--- config.mk ---
export PLATFORM = sky130hd
export DESIGN_NAME = epd_ext_load
export DESIGN_NICKNAME = d
export VERILOG_FILES = /design/src/hdl/README_unused.sv /design/src/hdl/epd_pkg.sv /design/src/hdl/epd_format_decode.sv /design/src/hdl/epd_ext_load.sv
export SDC_FILE = /design/constraint.sdc
export NUM_CORES = 1
export LEC_CHECK = 0
export BUFFER_PORTS_ARGS = -buffer_cell sky130_fd_sc_hd__buf_2
export CORE_UTILIZATION = 49
export CTS_CLUSTER_DIAMETER = 100
export DETAILED_ROUTE_END_ITERATION = 8
export GPL_TIMING_DRIVEN = 0
export PLACE_DENSITY_LB_ADDON = 0.15
export SLEW_MARGIN = 15
export SYNTH_ARGS = -nofsm -noshare
export SYNTH_HDL_FRONTEND = slang
export SYNTH_SLANG_ARGS = --single-unit
--- constraint.sdc ---
create_clock -name ref_clk -period 2.25 [get_ports ref_clk]
set_clock_uncertainty 0.2 [all_clocks]
set_input_delay 0.3375 -clock ref_clk [delete_from_list [all_inputs] [get_ports ref_clk]]
set_output_delay 0.3375 -clock ref_clk [all_outputs]
set_load 0.01 [all_outputs]
--- src/hdl/README_unused.sv ---
`default_nettype none
`default_nettype wire

--- src/hdl/epd_pkg.sv ---
// Purpose: Shared constants and types for the extended-precision load and format decode
// Assumes: 32-bit words, 32 working registers addressed by a 5-bit index
// Notes:   Opcode field positions are module parameters of the format decoder
`default_nettype none
package epd_pkg;
   // ---------------------------------------------------------------
   // Extended-precision layout
   // ---------------------------------------------------------------
   localparam int          EXT_WORDS       = 4;
   localparam int          WORD_BYTES      = 4;
   localparam logic [31:0] WORD_STEP       = 32'h0000_0004;
   localparam int          SIGN_POS        = 31;
   localparam int          EXP_HI          = 30;
   localparam int          EXP_LO          = 16;
   localparam int          INT_POS         = 31;
   localparam int          FRAC_TOP_POS    = 30;
   localparam logic [15:0] RSV_FIELD_VAL   = 16'h0000;
   localparam logic [31:0] RSV_WORD_VAL    = 32'h0000_0000;
   localparam logic [14:0] EXT_EXP_MAX     = 15'h7FFF;
   localparam logic [15:0] EXT_BIAS        = 16'h3FFF;
   localparam logic [3:0]  EXT_ALIGN_MASK  = 4'hF;
   localparam logic [1:0]  WORD_ALIGN_MASK = 2'h3;
   localparam logic [1:0]  LAST_WORD       = 2'h3;

   // ---------------------------------------------------------------
   // Data access sizes and instruction formats
   // ---------------------------------------------------------------
   typedef enum logic [2:0] {
      SZ_BYTE = 3'h0, SZ_HALF = 3'h1, SZ_WORD = 3'h2, SZ_DOUBLE = 3'h3, SZ_EXT = 3'h4
   } epd_size_t;

   typedef enum logic [1:0] {
      FMT_NONE = 2'h0, FMT_CALL = 2'h1, FMT_SET_HIGH_BR = 2'h2, FMT_OTHER = 2'h3
   } epd_fmt_t;

   typedef enum logic [0:0] {
      ST_IDLE = 1'b0, ST_READ = 1'b1
   } epd_state_t;
endpackage : epd_pkg
`default_nettype wire

--- src/hdl/epd_format_decode.sv ---
// Purpose: Combinational classification of one instruction word into its format
// Assumes: Word already fetched; field positions given by parameters
// Notes:   No state; the caller registers the results
`default_nettype none
module epd_format_decode #(
   parameter logic [1:0] OP_CALL   = 2'h1,
   parameter logic [1:0] OP_FMT2   = 2'h0,
   parameter int         OP_HI     = 31,
   parameter int         IMM_BIT   = 13,
   parameter int         SRC1_LO   = 14,
   parameter int         SRC2_LO   = 0
) (
   // Instruction
   input  wire logic [31:0]      instrWord,
   // Classification
   output epd_pkg::epd_fmt_t     fmt,
   output logic                  usesImm,
   output logic [4:0]            src1Idx,
   output logic [4:0]            src2Idx
);
   import epd_pkg::*;

   logic [1:0] opField;

   // Format select from the top opcode field
   always_comb begin
      opField = instrWord[OP_HI -: 2];
      if (opField == OP_CALL) begin
         fmt = FMT_CALL;
      end else if (opField == OP_FMT2) begin
         fmt = FMT_SET_HIGH_BR;
      end else begin
         fmt = FMT_OTHER;
      end
   end

   // Operand sources: two registers, or one register plus an in-word constant
   always_comb begin
      src1Idx = instrWord[SRC1_LO +: 5];
      src2Idx = instrWord[SRC2_LO +: 5];
      // Formats 1 and 2 always carry a displacement or immediate
      usesImm = (fmt != FMT_OTHER) || instrWord[IMM_BIT];
   end
endmodule : epd_format_decode
`default_nettype wire

--- src/hdl/epd_ext_load.sv ---
// Purpose: Extended-precision load sequencer, alignment checks and format decode
// Assumes: Memory answers one word read at a time with memAck and memRdData
// Notes:   Register file writes are one word a cycle; no buffering
//
// Operation
// - A 128-bit extended operand is written into four consecutive registers.
// - First register holds sign, 15-bit biased exponent and 16-bit reserved field.
// - Second register holds integer bit then top 31 fraction bits.
// - Third register holds low 32 fraction bits; fraction totals 63 bits.
// - Fourth register carries no operand content, treated as reserved.
// - An odd destination register number is forced to the even one below.
// - Datum address is its most significant byte; words follow at ascending addresses.
// - Extended datum must sit on a 16-byte boundary, low four bits zero.
// - Misaligned data access for its size raises the alignment trap.
// - Bias 16383; exponent 32767 gives NaN or infinity; fraction top bit quiet.
// - Three formats: call, set-high and branch, everything else.
// - Instructions are one 32-bit word fetched from a word-aligned address.
// - Operands come from two registers or one register plus in-word constant.
`default_nettype none
module epd_ext_load (
   // Clock and reset
   input  wire logic                ref_clk,
   input  wire logic                reset_n,
   // Extended load request
   input  wire logic                extLoadValid,
   input  wire logic [31:0]         extLoadAddr,
   input  wire logic [4:0]          extLoadDest,
   output logic                     extLoadReady,
   // Memory read port
   output logic                     memReq,
   output logic [31:0]              memAddr,
   input  wire logic                memAck,
   input  wire logic [31:0]         memRdData,
   // Register file write port
   output logic                     regWrEn,
   output logic [4:0]               regWrIdx,
   output logic [31:0]              regWrData,
   // Extended load result
   output logic                     extDone,
   output logic                     extIsNan,
   output logic                     extIsSignaling,
   output logic                     extIsInf,
   output logic [15:0]              extExpUnbiased,
   output logic                     extAlignTrap,
   // Generic data access check
   input  wire logic                dataAccValid,
   input  wire epd_pkg::epd_size_t  dataAccSize,
   input  wire logic [31:0]         dataAccAddr,
   output logic                     dataAlignTrap,
   // Instruction decode
   input  wire logic                instrValid,
   input  wire logic [31:0]         fetchAddr,
   input  wire logic [31:0]         instrWord,
   output logic                     instrDone,
   output logic                     fetchAlignTrap,
   output epd_pkg::epd_fmt_t        instrFmt,
   output logic                     instrUsesImm,
   output logic [4:0]               instrSrc1,
   output logic [4:0]               instrSrc2
);
   import epd_pkg::*;

   // ---------------------------------------------------------------
   // State
   // ---------------------------------------------------------------
   typedef struct packed {
      epd_state_t  st;
      logic [1:0]  wordIdx;
      logic [31:0] base;
      logic [4:0]  dest;
      logic        memReq;
      logic [31:0] memAddr;
      logic        regWrEn;
      logic [4:0]  regWrIdx;
      logic [31:0] regWrData;
      logic [14:0] expo;
      logic        fracTop;
      logic        fracNz;
      logic        done;
      logic        isNan;
      logic        isSnan;
      logic        isInf;
      logic [15:0] expUnb;
      logic        extTrap;
      logic        dataTrap;
      logic        instrDone;
      logic        fetchTrap;
      epd_fmt_t    fmt;
      logic        usesImm;
      logic [4:0]  src1;
      logic [4:0]  src2;
   } epd_state_s_t;

   epd_state_s_t s_reg;
   epd_state_s_t s_next;

   epd_fmt_t     decFmt;
   logic         decImm;
   logic [4:0]   decSrc1;
   logic [4:0]   decSrc2;

   // Misalignment for each access size, low address bits only
   function automatic logic misaligned(input epd_size_t sz, input logic [3:0] a);
      logic bad;
      bad = 1'b0;
      unique case (sz)
         SZ_BYTE:   bad = 1'b0;
         SZ_HALF:   bad = a[0];
         SZ_WORD:   bad = |a[1:0];
         SZ_DOUBLE: bad = |a[2:0];
         SZ_EXT:    bad = |a[3:0];
         default:   bad = 1'b1;                           // Unknown size is refused
      endcase
      return bad;
   endfunction : misaligned

   // ---------------------------------------------------------------
   // Format decoder
   // ---------------------------------------------------------------
   epd_format_decode u_decode (
      .instrWord (instrWord),
      .fmt       (decFmt),
      .usesImm   (decImm),
      .src1Idx   (decSrc1),
      .src2Idx   (decSrc2)
   );

   // ---------------------------------------------------------------
   // Next state
   // ---------------------------------------------------------------
   always_comb begin
      logic [14:0] expW;
      logic        nzW;
      expW   = s_reg.expo;
      nzW    = s_reg.fracNz;
      s_next = s_reg;
      // Result strobes last one cycle
      s_next.regWrEn   = 1'b0;
      s_next.done      = 1'b0;
      s_next.extTrap   = 1'b0;
      s_next.dataTrap  = 1'b0;
      s_next.instrDone = 1'b0;
      s_next.fetchTrap = 1'b0;

      // Generic data access alignment check, independent of the sequencer
      if (dataAccValid) begin
         s_next.dataTrap = misaligned(dataAccSize, dataAccAddr[3:0]);
      end

      // Instruction word classification; misaligned fetches decode nothing
      if (instrValid) begin
         s_next.instrDone = 1'b1;
         if (|(fetchAddr[1:0] & WORD_ALIGN_MASK)) begin
            s_next.fetchTrap = 1'b1;
            s_next.fmt       = FMT_NONE;
         end else begin
            s_next.fmt     = decFmt;
            s_next.usesImm = decImm;
            s_next.src1    = decSrc1;
            s_next.src2    = decSrc2;
         end
      end

      unique case (s_reg.st)
         ST_IDLE: begin
            if (extLoadValid) begin
               if (|(extLoadAddr[3:0] & EXT_ALIGN_MASK)) begin
                  // No memory access is made for a misaligned datum
                  s_next.extTrap = 1'b1;
               end else begin
                  s_next.st      = ST_READ;
                  s_next.base    = extLoadAddr;
                  s_next.dest    = {extLoadDest[4:1], 1'b0};
                  s_next.wordIdx = 2'h0;
                  s_next.memReq  = 1'b1;
                  s_next.memAddr = extLoadAddr;
                  s_next.fracNz  = 1'b0;
               end
            end
         end
         ST_READ: begin
            if (memAck) begin
               s_next.regWrEn  = 1'b1;
               // Index wraps at r31; a load to r30 writes its last two words to r0 and r1
               s_next.regWrIdx = 5'(s_reg.dest + {3'h0, s_reg.wordIdx});
               unique case (s_reg.wordIdx)
                  2'h0: begin
                     s_next.regWrData = {memRdData[31:16], RSV_FIELD_VAL};
                     expW = memRdData[EXP_HI:EXP_LO];
                  end
                  2'h1: begin
                     s_next.regWrData = memRdData;
                     s_next.fracTop   = memRdData[FRAC_TOP_POS];
                     nzW = nzW | (|memRdData[FRAC_TOP_POS:0]);
                  end
                  2'h2: begin
                     s_next.regWrData = memRdData;
                     nzW = nzW | (|memRdData);
                  end
                  2'h3: begin
                     s_next.regWrData = RSV_WORD_VAL;
                  end
               endcase
               s_next.expo   = expW;
               s_next.fracNz = nzW;
               if (s_reg.wordIdx == LAST_WORD) begin
                  s_next.st     = ST_IDLE;
                  s_next.memReq = 1'b0;
                  s_next.done   = 1'b1;
                  // Classification over the full 63-bit fraction
                  s_next.isNan  = (s_reg.expo == EXT_EXP_MAX) && s_reg.fracNz;
                  s_next.isSnan = (s_reg.expo == EXT_EXP_MAX) && s_reg.fracNz
                                  && !s_reg.fracTop;
                  s_next.isInf  = (s_reg.expo == EXT_EXP_MAX) && !s_reg.fracNz;
                  s_next.expUnb = {1'b0, s_reg.expo} - EXT_BIAS;
               end else begin
                  s_next.wordIdx = s_reg.wordIdx + 2'h1;
                  // Higher-order words at lower addresses
                  s_next.memAddr = s_reg.memAddr + WORD_STEP;
               end
            end
         end
      endcase
   end

   // ---------------------------------------------------------------
   // State register
   // ---------------------------------------------------------------
   always_ff @(posedge ref_clk or negedge reset_n) begin
      if (!reset_n) begin
         s_reg <= '0;
      end else begin
         s_reg <= s_next;
      end
   end

   // ---------------------------------------------------------------
   // Outputs
   // ---------------------------------------------------------------
   assign extLoadReady   = (s_reg.st == ST_IDLE);
   assign memReq         = s_reg.memReq;
   assign memAddr        = s_reg.memAddr;
   assign regWrEn        = s_reg.regWrEn;
   assign regWrIdx       = s_reg.regWrIdx;
   assign regWrData      = s_reg.regWrData;
   assign extDone        = s_reg.done;
   assign extIsNan       = s_reg.isNan;
   assign extIsSignaling = s_reg.isSnan;
   assign extIsInf       = s_reg.isInf;
   assign extExpUnbiased = s_reg.expUnb;
   assign extAlignTrap   = s_reg.extTrap;
   assign dataAlignTrap  = s_reg.dataTrap;
   assign instrDone      = s_reg.instrDone;
   assign fetchAlignTrap = s_reg.fetchTrap;
   assign instrFmt       = s_reg.fmt;
   assign instrUsesImm   = s_reg.usesImm;
   assign instrSrc1      = s_reg.src1;
   assign instrSrc2      = s_reg.src2;
endmodule : epd_ext_load
`default_nettype wire

## After elaboration in Yosys (flattened, before gate mapping)

Index checks and enable logic that the tools add are counted.

- Equality and inequality tests: 16
- $add $sub $neg: 4
- Bitwise operators: 5
- Mux-type cells: 31
- Reductions and logical operators: 26

Operators by type and width:

| operator | number |
|---|---|
| $mux W73 | 2 |
| $mux W108 | 1 |
| $pmux W32 S3 | 1 |
| $pmux W33 S2 | 1 |
| $mux W54 | 1 |
| $mux W20 | 2 |
| $add A32 B3 Y32 const B | 1 |
| $mux W32 | 1 |
| $reduce_or A32 Y1 | 1 |
| $reduce_or A31 Y1 | 1 |
| $mux W15 | 2 |
| $sub A15 B14 Y16 const B | 1 |
| $eq A15 B15 Y1 const B | 1 |
| $reduce_and A3 Y1 | 4 |
| $reduce_and A4 Y1 | 3 |
| $mux W1 | 11 |
| $mux W11 | 1 |
| $ne A2 B2 Y1 const B | 5 |
| $reduce_or A4 Y1 | 2 |
| $eq A3 B2 Y1 const B | 2 |
| $mux W2 | 3 |
| $pmux W3 S2 | 1 |
| $reduce_or A2 Y1 | 3 |
| $add A5 B2 Y5 | 1 |
| 19 further kinds | 30 |

- Flip-flop bits (word level): 164
- Input bits: 174
- Word-level logic and storage cells: 107

## Longest topological paths before layout

- Depth after elaboration: 7
- Depth in mapped cells: 7

## Modules after synthesis

From an unflattened synthesis, not the netlist that was laid out.

- Cells, all modules: 718
- Area total of the unflattened synthesis: 6975.4 µm²

By module, submodules not included:

| module | seq. area each (µm²) | area each (µm²) | times used | cells an instance |
|---|---|---|---|---|
| epd_ext_load | 3303.2 | 6881.6 | 1 | 705 |
| epd_format_decode | 0.0 | 93.8 | 1 | 13 |

## Least setup slack after synthesis

Ideal clock, no wire load.

- Path kind: register -> register
- Start point: register s_reg[162] (netlist name)
- End point: register s_reg (netlist bit memAddr[31])
- Arrival time: 1.755 ns
- Path slack: 0.226 ns
- Path buffers: 0
- Setup time: 0.069 ns
- Cell stages (with the launch flop): 7
- Required time: 1.981 ns
- Period minus slack after synthesis: 2.024 ns
- Path through: dfrtp_1 ha_1 nand3b_1 nor3_2 nand2_1 or3_1 nand3_1

- Longest elaborated chain between the ends: 3

RTL lines:

| what | RTL line | RTL |
|---|---|---|
| start: declaration | epd_ext_load.sv:94 | `epd_state_s_t s_reg;` |
| start signal: assignment | epd_ext_load.sv:233 | `s_reg <= s_next;` |
| $eq A2 B2 Y1 | epd_ext_load.sv:206 | `if (s_reg.wordIdx == LAST_WORD) begin` |
| $ne A2 B2 Y1 (no line) | - |  |
| $reduce_and A4 Y1 (no line) | - |  |

Every way passes these cells.
A chain may end at the register's enable or synchronous reset.

## Worst setup path in the final report

- Start point: register s_reg (netlist bit memAddr[2])
- End point: register s_reg (netlist bit memAddr[30])

- Longest elaborated chain between the ends: 4

RTL lines:

| what | RTL line | RTL |
|---|---|---|
| $add A32 B3 Y32 | epd_ext_load.sv:219 | `s_next.memAddr = s_reg.memAddr + WORD_STEP;` |
| $mux W32 | epd_ext_load.sv:206 |  |
| $mux W108 | epd_ext_load.sv:182 | `if (memAck) begin` |
| $pmux W33 S2 | epd_ext_load.sv:164 | `unique case (s_reg.st)` |

Every way passes these cells. The select of a mux whose other input is x is not followed.

==> flow_summary.yaml <==
clock_tree:
  clk_pin_slew_ns: 0.05
  clk_latency_ns: 0.42
  tritoncts.num_buffers: 17
  cts.sinks: 132
  cts_buffer_depth: 2
  cts_tree: "done"
  root_buffer: "clkbuf_16"
  htree_levels: 4
synthesis:
  synth_area_leaders: "dfrtp_1 49%, buf_4 11%, nand2_1 6.5%"
  yosysTopAreaCell: "dfrtp_1"
  synth_most_common_cell: "dfrtp_1"
  yosysTopAreaCellShare_pct: 48.9
  synth_nets: 861
  syn-cell-area_um2: 6750
  avgSynthCellArea_um2: 9.95
  synthArstFlopShare_pct: 100
  ys.flop_type: "dfrtp_1"
  synth_edf_count: 0
  synth_cells: 678
  yosysUniqueCellTypes: 59
  synth_commonest_cells: "132 x dfrtp_1, 117 x nand2_1, 98 x buf_4, 42 x nand3_1, 33 x o21ai_0"
  yosysSeqAreaShare_pct: 48.9
  synth_warnings: 0
  yosys_register_bits: 132
routing:
  vias_per_cell: 5.22
  initialDrtViolationCount: 432
  ant_nets: 0
  wire_per_inst_um: 16.2
  drt_pre_antenna_iters: 5
  wl_um: 18800
  drc: 0
  vias: 6055
worst_hold_path:
  holdCritPathClass: "input port to flip-flop"
sta:
  min_period_ns: 2.16
  setup_violations: 0
  min_period_over_period_pct: 96.0
  hold_viol: 0
  slew_headroom_pct: 58.1
  fmax_mhz: 463
  maxSlewViolCount: 0
  grt_setup_unrepaired: "yes"
  worstMarginPinSlew_ns: 0.628
worst_setup_path:
  path_max_fanout: 6
  critical_path.endpoint_type: "flip-flop"
  worstSetupPathType: "flip-flop to flip-flop"
  start_kind: "flip-flop"
  critical_path_arrival_ns: 2.27
  critPathRequiredTime_ns: 2.36
place:
  dpl.cell_count: 1059
  gp_congestion: 0.927
  place_area_um2: 8020
  dp_hpwl_um: 13200
  portBuffers: 204
die:
  coreArea_um2: 13300
  num_rows: 42
  die_h_um: 119
  die_w_um: 119
  ios: 283
  start_util_pct: 50.6
  die_area_um2: 14200
global_routing:
  grt_pass1_wl_um: 30300
  grt_usage_pct: 27.6
  grt_max_degree: 69
  gr-total-overflow: 0
  antenna_found_initial: 1
  grt_pass1_vias: 6188
power:
  leakage_nw: 4.74
  peakVddDrop_mv: 0.578
  pwr_density_cell_nw_per_um2: 1150
final_layout:
  antenna_cells: 0
  syn_to_final_growth_pct: 38.8
  nNetsFinal: 1154
  drive_above_1_share_pct: 40.0
  fill_cells: 1112
  final_cells: 1160
  final_area_um2: 9370
run:
  maxCapViolCount: 0
run_status:
  outcome: "completed"
==> routing by layer <==
metal | share of wire, % | track usage [%] | vias up
li1 | - | - | 2866
met3 | 7.1 | 5.36 | 37
met4 | 2.5 | 12.3 | 0
met1 | 40 | 34.1 | 2872
met5 | 0 | 0 | -
met2 | 50 | 46.8 | 280
==> stage by stage <==
stage | util [%] | hold WS [ns] | worst slack (ns) | TNS [ns] | power (mW)
floorplan | - | -0.158 | 0.226 | 0 | 6.51
global placement | 59.9 | 0.252 | -1.10 | -146.96 | 7.75
detailed placement | 60.1 | 0.175 | -0.268 | -4.22 | 7.91
CTS | 69.8 | 0.000240 | 0.0111 | 0 | 10.8
global route | 70.2 | 0.00737 | -0.0196 | -0.0196 | 11.4
finish | 70.2 | 0.00183 | 0.0889 | 0 | 10.8
==> report_power, final <==
| part | internal [mW] | total, mW | switching [mW] |
|---|---|---|---|
| Sequential | 3.24 | 4.03 | 0.792 |
| Clock | 1.78 | 2.74 | 0.959 |
| Combinational | 2.14 | 4.01 | 1.87 |
| Total | 7.16 | 10.8 | 3.62 |
==> path summary, 6_finish.rpt <==
path	slack (ns)	startpoint	endpoint	cells after the start
max in group asynchronous	0.80	reset_n	memAddr[1]$_DFFE_PN0P_	3
min	0.002	memRdData[12]	regWrData[12]$_DFFE_PN0P_	3
min in group asynchronous	0.28	reset_n	extExpUnbiased[7]$_DFFE_PN0P_	2
max	0.09	memAddr[2]$_DFFE_PN0P_	memAddr[30]$_DFFE_PN0P_	6
min reg2reg	0.27	regWrData[8]$_DFFE_PN0P_	regWrData[8]$_DFFE_PN0P_	2
max reg2reg	0.09	memAddr[2]$_DFFE_PN0P_	memAddr[30]$_DFFE_PN0P_	6
==> cell usage in the layout (no fill, tap or decap), drive strengths merged, types with 3 or more instances in the layout <==
cell,n
nor3,10
or4,5
xnor2,8
buf,313
mux2,27
a31oi,4
nand2,118
dfrtp,132
nand3,43
xor2,15
a22o,16
dlygate4sd3,68
nand3b,4
or3,3
a22oi,4
a21oi,14
nor4,9
and2,6
o211ai,7
clkbuf,42
nand4,14
inv,13
o21ai,41
o311ai,4
nor2,21
and3,5
ha,9
==> worst max-delay path, cell delays in order, from the launching register on <==
cell and delay [ns]:
dfrtp_1 0.44, ha_1 0.21, nand3_1 0.34, nor4_4 0.48, a21oi_1 0.12, o21ai_0 0.18, nand2_1 0.08
==> layout make-up <==
class	count	area, um^2	share of cell area [%]
sequential	132	3300	35.3
multi-input combinational	412	2620	27.9
buffer	118	825	8.80
tap	176	220	2.35
clock buffer	29	520	5.56
timing repair buffer	276	1760	18.8
clock inverter	3	65.1	0.695
inverter	14	52.6	0.561
==> timing repair <==
action,4_1_cts,5_1_grt
pin swaps,0,4
setup buffers,2,1
gates resized for setup,6,18
endpoints found under the setup margin,28,52
endpoints found under the hold margin,135,0
hold buffers,68,0
==> logic make-up (layout without fill, tap and decap cells) <==
family	after synthesis	in the layout	synth area share, %
XOR/XNOR	23	23	2.98
multiplexers	28	28	4.65
buffers and inverters	134	440	13.0
adder cells (fa/ha/maj)	9	9	1.67
AO/OA/AOI/OAI	107	107	10.7
flip-flops	132	132	48.9
AND/OR/NAND/NOR	245	245	18.0
Note: power is estimated with default switching activity, not from simulation.
